$ cat src/ssu_pkg.sv
// Purpose: shared constants and types of the serial shift unit control block
// Assumes: 32-bit Avalon-MM slave, byte addresses, one word per register
// Notes:   register data sits in bits 7..0, upper bits read as zero
package ssu_pkg;
	// Register byte offsets
	localparam logic [3:0] OFF_STATUS  = 4'h0;
	localparam logic [3:0] OFF_CONTROL = 4'h4;
	localparam logic [3:0] OFF_DATA    = 4'h8;
	localparam logic [3:0] OFF_PINS    = 4'hc;

	// Status fields
	localparam int ST_START = 7;
	localparam int ST_OVF   = 6;
	localparam int ST_STOP  = 5;
	localparam int ST_COLL  = 4;

	// Control fields
	localparam int CT_SIE   = 7;
	localparam int CT_OIE   = 6;
	localparam int CT_WM_LO = 4;
	localparam int CT_CS_LO = 2;
	localparam int CT_CLK   = 1;
	localparam int CT_TC    = 0;

	// Pin control fields: port value and direction per pin
	localparam int PN_DO_PORT  = 0;
	localparam int PN_DO_DIR   = 1;
	localparam int PN_SDA_PORT = 2;
	localparam int PN_SDA_DIR  = 3;
	localparam int PN_SCL_PORT = 4;
	localparam int PN_SCL_DIR  = 5;

	// Reset values and counter maximum
	localparam logic [7:0] CTRL_RST = 8'h00;
	localparam logic [7:0] DATA_RST = 8'h00;
	localparam logic [5:0] PINS_RST = 6'h00;
	localparam logic [3:0] CNT_MAX  = 4'hf;

	typedef enum logic [1:0] {WM_OFF, WM_THREE, WM_TWO, WM_TWO_HOLD} ssu_wm_type;
	typedef enum logic [1:0] {CS_STROBE, CS_TIMER, CS_EXT_POS, CS_EXT_NEG} ssu_cs_type;
endpackage : ssu_pkg

$ cat src/ssu_pin_if.sv
// Purpose: synchronised line levels and line events toward the control logic
// Assumes: all signals on the system clock
// Notes:   events are one-cycle pulses
interface ssu_pin_if;
	logic scl_lvl;
	logic sda_lvl;
	logic scl_rise;
	logic scl_fall;
	logic start_det;
	logic stop_det;

	modport det (output scl_lvl, sda_lvl, scl_rise, scl_fall, start_det, stop_det);
	modport ctl (input scl_lvl, sda_lvl, scl_rise, scl_fall, start_det, stop_det);
endinterface : ssu_pin_if

$ cat src/ssu_ctl.sv
// Purpose: control, status, counter and pin logic of a serial shift unit
// Assumes: 25 MHz clk; pins asynchronous to clk, each clk cycle of timer_ovf high is one pulse
// Notes:   Avalon-MM slave, one wait state per access
module ssu_ctl
	import ssu_pkg::*;
(
	input  wire logic        clk,
	input  wire logic        rstn,
	input  wire logic        clk_en,
	input  wire logic [3:0]  avs_address,
	input  wire logic        avs_read,
	input  wire logic        avs_write,
	input  wire logic [31:0] avs_writedata,
	output logic      [31:0] avs_readdata,
	output logic             avs_waitrequest,
	input  wire logic        timer_ovf,
	input  wire logic        global_irq_en,
	output logic             start_irq,
	output logic             overflow_irq,
	input  wire logic        scl_in,
	output logic             scl_out,
	output logic             scl_oe,
	output logic             scl_pullup,
	input  wire logic        sda_in,
	output logic             sda_out,
	output logic             sda_oe,
	output logic             sda_pullup,
	output logic             do_out,
	output logic             do_oe,
	output logic             do_pullup
);
	typedef struct packed {
		logic [7:0] shreg;
		logic       out_latch;
		logic [3:0] cnt;
		logic       f_start;
		logic       f_ovf;
		logic       f_stop;
		logic       start_hold;
		logic       sie;
		logic       oie;
		ssu_wm_type wm;
		ssu_cs_type cs;
		logic       clk_sel;
		logic [5:0] pins;
		logic       wreq;
		logic [7:0] rdata;
		logic       start_irq;
		logic       ovf_irq;
		logic [8:0] pad;
	} ssu_st_type;

	ssu_st_type s_r;
	ssu_st_type s_nxt;
	logic [1:0] rst_sync;
	logic       rst_sync_n;

	logic       req;
	logic       take;
	logic       wr;
	logic [1:0] sel;
	logic [7:0] wd;
	logic       clk_wr;
	logic       tc_wr;
	logic       sh_clk;
	logic       cnt_clk;
	logic       ovf_set;
	logic       start_set;
	logic       two;
	logic       do_val;
	logic       coll;
	logic [7:0] rd;

	ssu_pin_if pif ();

	// Set has priority over a write-one clear in the same cycle
	function automatic logic flag_next(input logic cur, input logic set, input logic clr);
		flag_next = set | (cur & ~clr);
	endfunction : flag_next

	// Pin synchroniser and line event detector; inputs do not see wire mode
	ssu_pin_sync u_sync (
		.clk       (clk),
		.rst_n     (rst_sync_n),
		.clk_en    (clk_en),
		.scl_pin_i (scl_in),
		.sda_pin_i (sda_in),
		.pins      (pif.det)
	);

	// Reset release through two flops, assert stays asynchronous
	always_ff @(posedge clk or negedge rstn) begin
		if (!rstn) begin
			rst_sync <= 2'h0;
		end else begin
			rst_sync <= {rst_sync[0], 1'b1};
		end
	end
	assign rst_sync_n = rst_sync[1];

	// Next-state logic for the whole block
	always_comb begin
		s_nxt  = s_r;
		req    = avs_read | avs_write;
		take   = req & ~s_r.wreq;
		wr     = take & avs_write;
		sel    = avs_address[3:2];
		wd     = avs_writedata[7:0];
		two    = s_r.wm[1];
		clk_wr = wr && sel == OFF_CONTROL[3:2] && wd[CT_CLK];
		tc_wr  = wr && sel == OFF_CONTROL[3:2] && wd[CT_TC];
		// Purely combinational compare, nothing remembered
		coll   = pif.sda_lvl ^ s_r.shreg[7];

		// Shift register clock per source field
		unique case (s_r.cs)
			CS_STROBE:  sh_clk = clk_wr;
			CS_TIMER:   sh_clk = timer_ovf;
			CS_EXT_POS: sh_clk = pif.scl_rise;
			CS_EXT_NEG: sh_clk = pif.scl_fall;
		endcase

		// Counter clock; external edges count regardless of wire mode
		if (!s_r.cs[1]) begin
			cnt_clk = sh_clk;
		end else if (s_r.clk_sel) begin
			cnt_clk = tc_wr;
		end else begin
			cnt_clk = pif.scl_rise | pif.scl_fall;
		end
		ovf_set = cnt_clk && s_r.cnt == CNT_MAX;

		// Start flag from detector, or outside two-wire from any clock line edge while those edges clock the counter
		start_set = two ? pif.start_det
			: (s_r.cs[1] & ~s_r.clk_sel & (pif.scl_rise | pif.scl_fall));

		// Internal clocks see the MSB directly, external ones the latch
		do_val = s_r.cs[1] ? s_r.out_latch : s_r.shreg[7];

		// Shift in the sampled data line
		if (sh_clk) begin
			s_nxt.shreg = {s_r.shreg[6:0], pif.sda_lvl};
		end
		// Output latch moves on the edge opposite to sampling
		if ((s_r.cs == CS_EXT_POS && pif.scl_fall) || (s_r.cs == CS_EXT_NEG && pif.scl_rise)) begin
			s_nxt.out_latch = s_r.shreg[7];
		end
		if (cnt_clk) begin
			s_nxt.cnt = 4'(s_r.cnt + 4'h1);
		end

		// Flags: hardware set wins over software clear
		s_nxt.f_start = flag_next(s_r.f_start, start_set,
			wr && sel == OFF_STATUS[3:2] && wd[ST_START]);
		s_nxt.f_ovf   = flag_next(s_r.f_ovf, ovf_set,
			wr && sel == OFF_STATUS[3:2] && wd[ST_OVF]);
		s_nxt.f_stop  = flag_next(s_r.f_stop, two & pif.stop_det,
			wr && sel == OFF_STATUS[3:2] && wd[ST_STOP]);

		// Start hold begins at the clock fall after a start, ends with the flag
		s_nxt.start_hold = s_nxt.f_start & two & (s_r.start_hold | pif.scl_fall);

		// Register writes; a bus write beats a shift or count
		if (wr) begin
			unique case (sel)
				OFF_STATUS[3:2]: s_nxt.cnt = wd[3:0];
				OFF_CONTROL[3:2]: begin
					s_nxt.sie     = wd[CT_SIE];
					s_nxt.oie     = wd[CT_OIE];
					s_nxt.wm      = ssu_wm_type'(wd[CT_WM_LO +: 2]);
					s_nxt.cs      = ssu_cs_type'(wd[CT_CS_LO +: 2]);
					s_nxt.clk_sel = wd[CT_CLK];
				end
				OFF_DATA[3:2]: s_nxt.shreg = wd;
				OFF_PINS[3:2]: s_nxt.pins = wd[5:0];
			endcase
		end
		// Toggle acts on the clock port value, whatever its direction
		if (tc_wr) begin
			s_nxt.pins[PN_SCL_PORT] = ~s_nxt.pins[PN_SCL_PORT];
		end

		// Read mux; strobe bits read zero
		unique case (sel)
			OFF_STATUS[3:2]:  rd = {s_r.f_start, s_r.f_ovf, s_r.f_stop, coll, s_r.cnt};
			OFF_CONTROL[3:2]: rd = {s_r.sie, s_r.oie, s_r.wm, s_r.cs, 2'b00};
			OFF_DATA[3:2]:    rd = s_r.shreg;
			OFF_PINS[3:2]:    rd = {2'b00, s_r.pins};
		endcase
		// One wait state: data captured as waitrequest drops
		s_nxt.wreq = ~(req & s_r.wreq);
		if (req && s_r.wreq) begin
			s_nxt.rdata = rd;
		end

		// Interrupt requests are levels; a pending flag fires at once
		s_nxt.start_irq = s_r.sie & global_irq_en & s_r.f_start;
		s_nxt.ovf_irq   = s_r.oie & global_irq_en & s_r.f_ovf;

		// Pin drivers; default is plain port behaviour
		s_nxt.pad    = 9'h000;
		s_nxt.pad[0] = s_r.pins[PN_DO_PORT];
		s_nxt.pad[1] = s_r.pins[PN_DO_DIR];
		s_nxt.pad[2] = ~s_r.pins[PN_DO_DIR] & s_r.pins[PN_DO_PORT];
		s_nxt.pad[3] = s_r.pins[PN_SDA_PORT];
		s_nxt.pad[4] = s_r.pins[PN_SDA_DIR];
		s_nxt.pad[5] = ~s_r.pins[PN_SDA_DIR] & s_r.pins[PN_SDA_PORT];
		s_nxt.pad[6] = s_r.pins[PN_SCL_PORT];
		s_nxt.pad[7] = s_r.pins[PN_SCL_DIR];
		s_nxt.pad[8] = ~s_r.pins[PN_SCL_DIR] & s_r.pins[PN_SCL_PORT];
		if (s_r.wm == WM_THREE) begin
			s_nxt.pad[0] = do_val;
		end else if (two) begin
			// Open-drain: only ever drive low
			s_nxt.pad[3] = 1'b0;
			s_nxt.pad[4] = s_r.pins[PN_SDA_DIR] & ~(do_val & s_r.pins[PN_SDA_PORT]);
			s_nxt.pad[5] = 1'b0;
			s_nxt.pad[6] = 1'b0;
			s_nxt.pad[7] = s_r.pins[PN_SCL_DIR] & (~s_r.pins[PN_SCL_PORT] | s_r.start_hold
				| (s_r.wm == WM_TWO_HOLD && s_r.f_ovf));
			s_nxt.pad[8] = 1'b0;
		end
	end

	// All state but the reset and pin synchronisers in one register, frozen while clk_en is low
	always_ff @(posedge clk or negedge rst_sync_n) begin
		if (!rst_sync_n) begin
			s_r <= '{shreg: DATA_RST, out_latch: 1'b0, cnt: 4'h0, f_start: 1'b0,
				f_ovf: 1'b0, f_stop: 1'b0, start_hold: 1'b0,
				sie: CTRL_RST[CT_SIE], oie: CTRL_RST[CT_OIE], wm: WM_OFF,
				cs: CS_STROBE, clk_sel: CTRL_RST[CT_CLK], pins: PINS_RST,
				wreq: 1'b1, rdata: 8'h00, start_irq: 1'b0, ovf_irq: 1'b0,
				pad: 9'h000};
		end else if (clk_en) begin
			s_r <= s_nxt;
		end
	end

	// Outputs straight from the state register
	assign avs_readdata    = {24'h000000, s_r.rdata};
	assign avs_waitrequest = s_r.wreq;
	assign start_irq       = s_r.start_irq;
	assign overflow_irq    = s_r.ovf_irq;
	assign do_out          = s_r.pad[0];
	assign do_oe           = s_r.pad[1];
	assign do_pullup       = s_r.pad[2];
	assign sda_out         = s_r.pad[3];
	assign sda_oe          = s_r.pad[4];
	assign sda_pullup      = s_r.pad[5];
	assign scl_out         = s_r.pad[6];
	assign scl_oe          = s_r.pad[7];
	assign scl_pullup      = s_r.pad[8];
endmodule : ssu_ctl

$ cat src/ssu_pin_sync.sv
// Purpose: synchronise clock and data pins, find edges, start and stop
// Assumes: pins are asynchronous to clk
// Notes:   bit 1 of each vector is the clock line, bit 0 the data line
module ssu_pin_sync
	import ssu_pkg::*;
(
	input  wire logic clk,
	input  wire logic rst_n,
	input  wire logic clk_en,
	input  wire logic scl_pin_i,
	input  wire logic sda_pin_i,
	ssu_pin_if.det    pins
);
	typedef struct packed {
		logic [1:0] meta;
		logic [1:0] sync;
		logic [1:0] prev;
	} ssu_sync_type;

	ssu_sync_type s_r;
	ssu_sync_type s_nxt;

	// Two-stage synchroniser, then a history stage for edges
	always_comb begin
		s_nxt      = s_r;
		s_nxt.meta = {scl_pin_i, sda_pin_i};
		s_nxt.sync = s_r.meta;
		s_nxt.prev = s_r.sync;
	end

	always_ff @(posedge clk or negedge rst_n) begin
		if (!rst_n) begin
			s_r <= '{meta: 2'h3, sync: 2'h3, prev: 2'h3};
		end else if (clk_en) begin
			s_r <= s_nxt;
		end
	end

	// Only the synced and history stages feed the detectors
	assign pins.scl_lvl   = s_r.sync[1];
	assign pins.sda_lvl   = s_r.sync[0];
	assign pins.scl_rise  = s_r.sync[1] & ~s_r.prev[1];
	assign pins.scl_fall  = ~s_r.sync[1] & s_r.prev[1];
	// Data moving while the clock line stays high
	assign pins.start_det = s_r.sync[1] & s_r.prev[1] & s_r.prev[0] & ~s_r.sync[0];
	assign pins.stop_det  = s_r.sync[1] & s_r.prev[1] & ~s_r.prev[0] & s_r.sync[0];
endmodule : ssu_pin_sync

$ cat config.mk
export PLATFORM = sky130hd
export DESIGN_NAME = ssu_ctl
export DESIGN_NICKNAME = d
export VERILOG_FILES = /design/src/ssu_pkg.sv /design/src/ssu_pin_if.sv /design/src/ssu_ctl.sv /design/src/ssu_pin_sync.sv
export SDC_FILE = /design/constraint.sdc
export NUM_CORES = 1
export LEC_CHECK = 0
export ABC_CLOCK_PERIOD_IN_PS = 2850
export BUFFER_PORTS_ARGS = -buffer_cell sky130_fd_sc_hd__buf_2
export CAP_MARGIN = 20
export CORE_MARGIN = 8
export CORE_UTILIZATION = 56
export CTS_CLUSTER_DIAMETER = 60
export DETAILED_ROUTE_END_ITERATION = 8
export PLACE_DENSITY = 0.85
export SETUP_SLACK_MARGIN = 0.1
export SYNTH_ARGS = -nofsm -noshare
export SYNTH_HDL_FRONTEND = slang
export SYNTH_SLANG_ARGS = --single-unit
$ cat constraint.sdc
create_clock -name clk -period 2.85 [get_ports clk]
set_input_delay 0.1425 -clock clk [delete_from_list [all_inputs] [get_ports clk]]
set_output_delay 0.1425 -clock clk [all_outputs]
set_load 0.005 [all_outputs]
# Word-level counts from Yosys, hierarchy flattened
# Cells that the tools add are included.
[op_classes]
bitwise_logic = 53
add_sub_neg = 1
n_reduce_logical = 19
muxes = 18
eq_ne = 9
[ops]
columns = ["cell", "count"]
rows = [
  ["one-hot mux 8 bit (4 select lines)", 1],
  ["AND 1 bit", 28],
  ["2-to-1 mux 8 bit", 3],
  ["NOT 1 bit", 16],
  ["logical AND 1 bit", 12],
  ["2-to-1 mux 4 bit", 3],
  ["2-to-1 mux 6 bit", 2],
  ["equality test 2 bit (second input constant)", 5],
  ["2-to-1 mux 5 bit", 2],
  ["bitwise OR 1 bit", 8],
  ["equality test 2 x 1 -> 1 bit (second input constant)", 3],
  ["2-to-1 mux 1 bit", 6],
  ["AND reduction 3 bit", 2],
  ["adder 4 x 1 -> 4 bit (second input constant)", 1],
  ["equality test 4 bit (second input constant)", 1],
  ["logical NOT 2 bit", 2],
  ["one-hot mux 1 bit (4 select lines)", 1],
  ["AND reduction 2 bit", 2],
  ["logical OR 1 bit", 1],
  ["bitwise XOR 1 bit", 1],
]
[word_totals]
wordCells = 123
in_bits = 45
reg_bits = 58
out_inout_bits = 44

# Depth between registers and ports, before layout
# Gate-level depths: netlist (run 1).
[logic_depth]
ltp_word = 10
depth_mapped = 7

# Hierarchy
# Synthesis (run 1) repeated with hierarchy kept, for this count alone.
[unflattened]
cells_unflattened = 280
area_unflattened_um2 = 3110.5
[modules_own_cells]
columns = ["module", "instances", "area_each_um2", "cells_per_inst", "seq_area_each_um2"]
rows = [
  ["ssu_ctl", 1, 2819.0, 263, 1302.5],
  ["ssu_pin_sync", 1, 291.5, 17, 157.7],
]

# Worst setup path after synthesis (run 1)
# OpenSTA, ideal clock, no wires.
[synth_path]
kind = "register -> register"
from = "register u_sync.s_r (netlist bit u_sync.pins.scl_lvl)"
to = "register s_r[40] in the netlist's numbering"
arrival_time_ns = 1.679
required_time_ns = 2.781
path_stages_with_launch = 7
synth_period_minus_slack_ns = 1.749
path_buffers = 0
path_slack_ns = 1.101
setup_time_ns = 0.069
path_cell_list = "dfstp_2 inv_1 ha_1 nor2_1 a221oi_2 or4b_1 nand3_1"
[synth_via]
elab_chain_len = 8
word_cells_on_any_way = 10
classes_between = "mux: 6; bitwise: 4"
[synth_rtl]
columns = ["element", "line", "source"]
rows = [
  ["start, declared", "ssu_pin_sync.sv:20", "ssu_sync_type s_r;"],
  ["start signal, assigned", "ssu_pin_sync.sv:33", "s_r <= '{meta: 2'h3, sync: 2'h3, prev: 2'h3};"],
  ["start signal, assigned", "ssu_pin_sync.sv:35", "s_r <= s_nxt;"],
  ["NOT 1 bit", "ssu_pin_sync.sv:43", "assign pins.scl_fall = ~s_r.sync[1] & s_r.prev[1];"],
  ["AND 1 bit", "ssu_pin_sync.sv:43", ""],
  ["bitwise OR 1 bit", "ssu_ctl.sv:129", "cnt_clk = pif.scl_rise | pif.scl_fall;"],
  ["2-to-1 mux 1 bit", "ssu_ctl.sv:126", "end else if (s_r.clk_sel) begin"],
  ["2-to-1 mux 1 bit *", "ssu_ctl.sv:124", "if (!s_r.cs[1]) begin"],
  ["2-to-1 mux 4 bit *", "ssu_ctl.sv:148", "if (cnt_clk) begin"],
  ["2-to-1 mux 4 bit", "ssu_ctl.sv:165", "unique case (sel)"],
  ["2-to-1 mux 4 bit *", "ssu_ctl.sv:164", "if (wr) begin"],
  ["end signal, assigned", "ssu_ctl.sv:228", "s_r <= '{shreg: DATA_RST, out_latch: 1'b0, cnt: 4'h0, f_start: 1'b0,"],
  ["end signal, assigned", "ssu_ctl.sv:235", "s_r <= s_nxt;"],
  ["end, declared", "ssu_ctl.sv:53", "ssu_st_type s_r;"],
]
# Mark *: on every way between the ends. The rest lies on a longest branch, timed or not.
# A chain may end at the register's enable or synchronous reset.

# Worst setup path in the final report (run 1)
[layout_path]
from = "register u_sync.s_r (netlist bit u_sync.pins.scl_lvl)"
to = "register s_r[37] in the netlist's numbering"
# Same word-level chain as after synthesis.

==> results of run 1 <==
layout make-up:
cell class / count / area [sq um]
Inverter: 12 / 45.0
Fill cell: 434 / 1860
Multi-Input combinational cell: 190 / 1320
Timing Repair Buffer: 41 / 215
Clock buffer: 14 / 173
Tap cell: 70 / 87.6
Clock inverter: 2 / 10.0
Sequential cell: 58 / 1460
worst max-delay path by stage:
stage	cells after the start	to
after floorplan	6	s_r[40]
after global placement	6	s_r[38]
after detailed placement	6	s_r[38]
final	6	s_r[37]
after CTS	6	s_r[37]
after global routing	6	s_r[38]
critical path, cell delays in order, from the launching register on:
cell       delay, ps
dfstp_2          560
inv_1             60
ha_1             270
nor2_1            70
a221oi_2         570
a21oi_1          190
a2bb2oi_1        160
kinds of logic (layout without fill, tap and decap cells):
logic type | after synthesis | after routing
XOR/XNOR | 1 | 1
flip-flops | 58 | 58
other | 2 | 25
multiplexers | 33 | 33
buffers and inverters | 56 | 69
AO/OA/AOI/OAI | 66 | 66
AND/OR/NAND/NOR | 61 | 61
adder cells (fa/ha/maj) | 4 | 4
state kept, by name, indices dropped and copies added (netlist names), 2 cells and up:
| name | cells |
|---|---|
| rst_sync | 2 |
| u_sync.s_r | 2 |
| u_sync.s_nxt | 2 |
| avs_readdata | 8 |
| s_r | 29 |
cells in the final DEF, fill, tap and decap left out, types with 2 or more instances in the layout:
cell type and n:
mux2_2 24, ha_1 4, mux4_2 3, clkinv_2 2, nor2_1 7, nand3_1 11, nand4_1 5, nor2b_1 4
a2bb2oi_1 10, mux2i_1 5, and3_1 2, clkbuf_8 12, a21oi_2 2, inv_1 12, nand2_1 17, a21o_1 2
nand3b_1 5, dfstp_2 7, o21ai_0 22, nor4b_1 2, conb_1 25, buf_2 38, buf_4 2, a21oi_1 13
dfrtp_1 50, o22ai_1 11, clkbuf_1 2, o211ai_1 3
metal layers:
layer / vias up / global-route usage [%]
met5: - / 0
met4: 0 / 8.61
met3: 10 / 4.64
met2: 123 / 25.7
met1: 1038 / 22.6
li1: 1015 / -
stage by stage:
step | area [sq um] | worst slack, ps | total power (uW) | hold slack (ps) | instances
finish | 3320 | 827 | 2740 | 33.2 | 387
global route | 3320 | 726 | 2920 | 36.9 | 387
CTS | 3320 | 832 | 2750 | 28.7 | 387
detailed placement | 3120 | 860 | 2050 | -68.1 | 370
global placement | 3120 | 909 | 2010 | -71.9 | 370
floorplan | 3120 | 1100 | 1870 | -153 | 304
report_power, final:
group / total [uW] / leakage, uW / switching (uW) / internal (uW)
clock: 694 / 0.0000965 / 310 / 384
combinational: 718 / 0.000726 / 323 / 395
sequential: 1330 / 0.000689 / 244 / 1080
==> flow_summary.yaml, run 1 <==
synthesis:
  synthCells: 281
  ys_ff_latch: 58
  synth_mux_area_share_pct: 13.7
  synthesis.area_sq_um: 3030
  synth-edff-count: 0
  synth_top_family_by_area: "compound AO/OA/AOI/OAI gates"
  synth_seq_area_share_pct: 48.2
  synth_area_leader_cell: "dfrtp_1"
  synth_compound_area_share_pct: 13.8
  yosys.area.top_type_share_pct: 42.1
  synth-adder-area-share_pct: 1.65
  synth_area_leaders: "dfrtp_1 (42%), mux2_2 (8.9%), buf_4 (7.9%)"
  synth_simple_gate_area_share_pct: 11.2
  avgSynthCellArea_sq_um: 10.8
  yosys_warnings: 0
  synth_common_cells: "dfrtp_1 (51), buf_4 (32), mux2_2 (24)"
  synth-xor-area-share_pct: 0.289
  async_reset_ff_share_pct: 100
  synth_most_common_cell: "dfrtp_1"
  yosys.cell_types.count: 40
  synth_ff_type: "dfrtp_1"
drt:
  drt_iter0_drc: 181
  highest_layer: "met4"
  antenna_left: 0
  dr_wl_met2_mm: 2.93
  dr_total_vias: 2186
  vias_per_cell: 5.65
  wl_met3_um: 690
  drt_first_pass_iters: 5
  drc: 0
  wl_per_cell_um: 16.7
  routed_wl_mm: 6.46
  m1WireLength_mm: 2.71
timing:
  finalHoldViolCount: 0
  setup_viol: 0
  rsz0062_at_grt: "no"
  slew_viol_final: 0
  worst_pin_slew_ps: 830
  fmax_mhz: 494
  fin_crit_ps: 2020
  setup_tns_ps: 0
  fin_crit_sh_pct: 71.0
  finalClockSkew_ps: 7.68
  relSlewSlack_pct: 44.4
cts:
  cts.clk_slew.worst_paths_ps: 60
  worstSkewPairLatency_ps: 340
  htreeDepth: 3
  cts_hold_buf: 1
  cts-root-buf: "clkbuf_8"
  cts_tree: "built"
  clockBufferDepth: 2
  postCtsSetupBuffers: 0
  cts_made_buffers: 9
  cts_resized: 0
  cts.sinks: 58
critical_path:
  end_kind: "flip-flop"
  crit_arrival_ps: 2220
  crit_path_max_fanout: 8
  r2r_start: "u_sync.pins.scl_lvl"
  reg2reg_depth: 6
  path_class: "reg -> reg"
  cp.required_ps: 3050
  startpoint_type: "flip-flop"
  rrSetupSlack_ps: 830
  r2r_end: "s_r[37]"
  crit_path_start: "u_sync.pins.scl_lvl"
hold_path:
  whs_endpoint: "u_sync.s_nxt[3]"
  min_path_type: "in -> reg"
  holdPathStages: 2
  hold_start: "scl_in"
run:
  cap_viol_max_count: 0
final_layout:
  area_growth_pct: 9.37
  diodes: 0
  drive_gt1_share_pct: 29.7
  final_nets: 361
  final_util_pct: 64.1
floorplanning:
  dieArea_sq_um: 8020
  rows: 26
  initial_core_util_pct: 58.6
  coreArea_sq_um: 5170
  ios: 89
  die_h_um: 89.6
  dieWidth_um: 89.6
grt:
  antenna_found_initial: 0
  grt_pass1_vias: 2080
  track_usage_pct: 17.3
  grt_pass1_wl_mm: 10.3
  grt_overflow_total: 0
  grt_max_degree: 44
placed_design:
  dp_hpwl_mm: 4.64
  numPortBuffers: 38
  place_congestion: 0.885
power_and_ir_drop:
  cellLeakagePower_uw: 0.00151
  peakVddDrop_v: 0.000465
  power_density_nw_per_um2: 826
outcome:
  outcome: "finished, final reports clean"
Note: power is estimated with default switching activity, not from simulation.
==> run 2: changes to the inputs <==
- ABC_CLOCK_PERIOD_IN_PS: 2850 -> 1810
- CORE_UTILIZATION: 56 -> 47
- PLACE_DENSITY: 0.85 -> 0.77
- clock period: 2.85 -> 1.81 ns (I/O delays scaled with it)
==> run 2 against run 1 <==
Count of clock-buffer cells in the layout stayed put. First-iteration DRC count up 46%. Final cell count is 6.2% higher. Hold slack worse by 14 ps. Critical path depth up 1. Worst setup slack worse by 750 ps. Wire length grew 13%. Sequential power rose by 54%. Clock skew rose by 0.64 ps. Global-route usage decreased by 0.72 points. Critical endpoint is now s_r[38]. Highest routed layer unchanged.
==> flow_summary.yaml, run 2 (synthesis results as in run 1) <==
outcome:
  outcome: "finished, final reports clean"
drt:
  vias_per_cell: 5.70
  drt_first_pass_iters: 5
  drc: 0
  antenna_left: 0
  wl_per_cell_um: 17.8
  drt_iter0_drc: 265
  routed_wl_mm: 7.30
  dr_total_vias: 2343
final_layout:
  area_growth_pct: 18.2
  diodes: 0
  layoutNonFillerInstCount: 411
  multiInputGateArea_sq_um: 1420
  most-common-layout-cells: "dfrtp_1 (50), buf_2 (38), conb_1 (25)"
  largest-register: "s_r"
  nFillCells: 526
  largest_register_ffs: 29
  mostFrequentLayoutCell: "dfrtp_1"
  final_nets: 378
  regArea_sq_um: 1460
  drive_gt1_share_pct: 36.8
critical_path:
  crit_family: "compound AO/OA/AOI/OAI gates"
  cp_slowest_cell: "dfstp_2"
  crit_chain: "inv_2, ha_4, nor2_4, a221oi_4, buf_4, o22ai_1, a2bb2oi_1"
  startpoint_type: "flip-flop"
  cp.required_ps: 2070
  crit_arrival_ps: 1990
  r2r_start: "u_sync.pins.scl_lvl"
  path_class: "reg -> reg"
  end_kind: "flip-flop"
  cpPeakStageDelay_ps: 530
  crit_path_max_fanout: 4
  crit_path_start: "u_sync.pins.scl_lvl"
  path_buf_inv: 2
cts:
  cts.sinks: 58
  cts_made_buffers: 9
  cts_tree: "built"
  worstSkewPairLatency_ps: 340
  cts-root-buf: "clkbuf_8"
  htreeDepth: 3
  cts.clk_slew.worst_paths_ps: 70
  clockBufferDepth: 2
timing:
  fin_crit_sh_pct: 95.5
  setup_tns_ps: 0
  fmax_mhz: 578
  setup_viol: 0
  worst_pin_slew_ps: 912
  fin_crit_ps: 1730
  rsz0062_at_grt: "yes"
  relSlewSlack_pct: 38.9
  finalClockSkew_ps: 8.32
  finalHoldViolCount: 0
  slew_viol_final: 0
floorplanning:
  initial_core_util_pct: 48.3
  die_h_um: 96.3
  dieArea_sq_um: 9280
  ios: 89
  rows: 29
  coreArea_sq_um: 6280
  dieWidth_um: 96.3
hold_path:
  hold_start: "avs_writedata[7]"
  min_path_type: "in -> reg"
power_and_ir_drop:
  switching_share_pct: 32.2
  peakVddDrop_v: 0.000593
  intPower_uw: 3210
  power_switching_uw: 1530
  combPwrFrac_pct: 31.2
  cellLeakagePower_uw: 0.00161
  power_frac_clock_pct: 25.4
  seqPwrFrac_pct: 43.3
  power_density_nw_per_um2: 1320
grt:
  track_usage_pct: 16.6
  antenna_found_initial: 0
  grt_pass1_vias: 2241
  grt_max_degree: 32
  grt_pass1_wl_mm: 11.4
  grt_overflow_total: 0
placed_design:
  place_inst: 389
  place_congestion: 0.928
  numPortBuffers: 38
  dp_hpwl_mm: 5.22
run:
  cap_viol_max_count: 0
[run 2: path summary, 6_finish.rpt]
path / end / slack [ps] / cells past startpoint
min reg2reg: s_r[27] / 260 / 1
max in group asynchronous: avs_waitrequest / 1200 / 1
max reg2reg: s_r[38] / 80 / 7
max: s_r[38] / 80 / 7
min: s_r[32] / 20 / 2
min in group asynchronous: rst_sync[1] / 60 / 2
[run 2: area by class of cell]
| cell class | instances | share of cell area [%] |
|---|---|---|
| Multi-Input combinational cell | 190 | 39.7 |
| Clock buffer | 14 | 4.54 |
| Timing Repair Buffer | 58 | 10.1 |
| Sequential cell | 58 | 40.8 |
| Clock inverter | 2 | 0.977 |
| Inverter | 12 | 1.26 |
| Tap cell | 77 | 2.69 |
[run 2: power groups by stage]
stage,Sequential [uW],Clock [uW],Combinational (uW)
global placement,2020,0,1270
CTS,2030,1230,1380
finish,2050,1210,1480
floorplan,1980,0,989
global route,2100,1290,1620
detailed placement,2040,0,1320
[run 2: timing repair]
action / in CTS / in global routing
hold endpoints to repair: 4 / 0
setup endpoints to repair: 12 / 13
pin swaps: 4 / 9
resized for setup: 5 / 12
setup buffers: 2 / 1
gates cloned: 0 / 0
hold buffers: 3 / 0
[run 2: per-stage QoR]
step | setup slack (ps) | hold slack (ps) | cell area, sq um | util [%] | total power [uW]
6_report | 81.3 | 19.5 | 3580 | 57.1 | 4740
5_1_grt | 18.8 | 24.3 | 3580 | 57.1 | 5010
4_1_cts | 98.1 | 13.1 | 3510 | 55.9 | 4640
3_5_place_dp | 26.2 | -123 | 3240 | 51.5 | 3370
3_3_place_gp | 71.7 | -122 | 3240 | 51.5 | 3290
2_1_floorplan | 88.1 | -205 | 3130 | - | 2970
[run 2: layer usage]
layer | track usage [%] | routed length [um] | vias up
met1 | 21.0 | 2960 | 1166
li1 | - | - | 1044
met3 | 5.38 | 815 | 13
met4 | 7.82 | 114 | 0
met5 | 0 | 0 | -
met2 | 25.1 | 3420 | 120
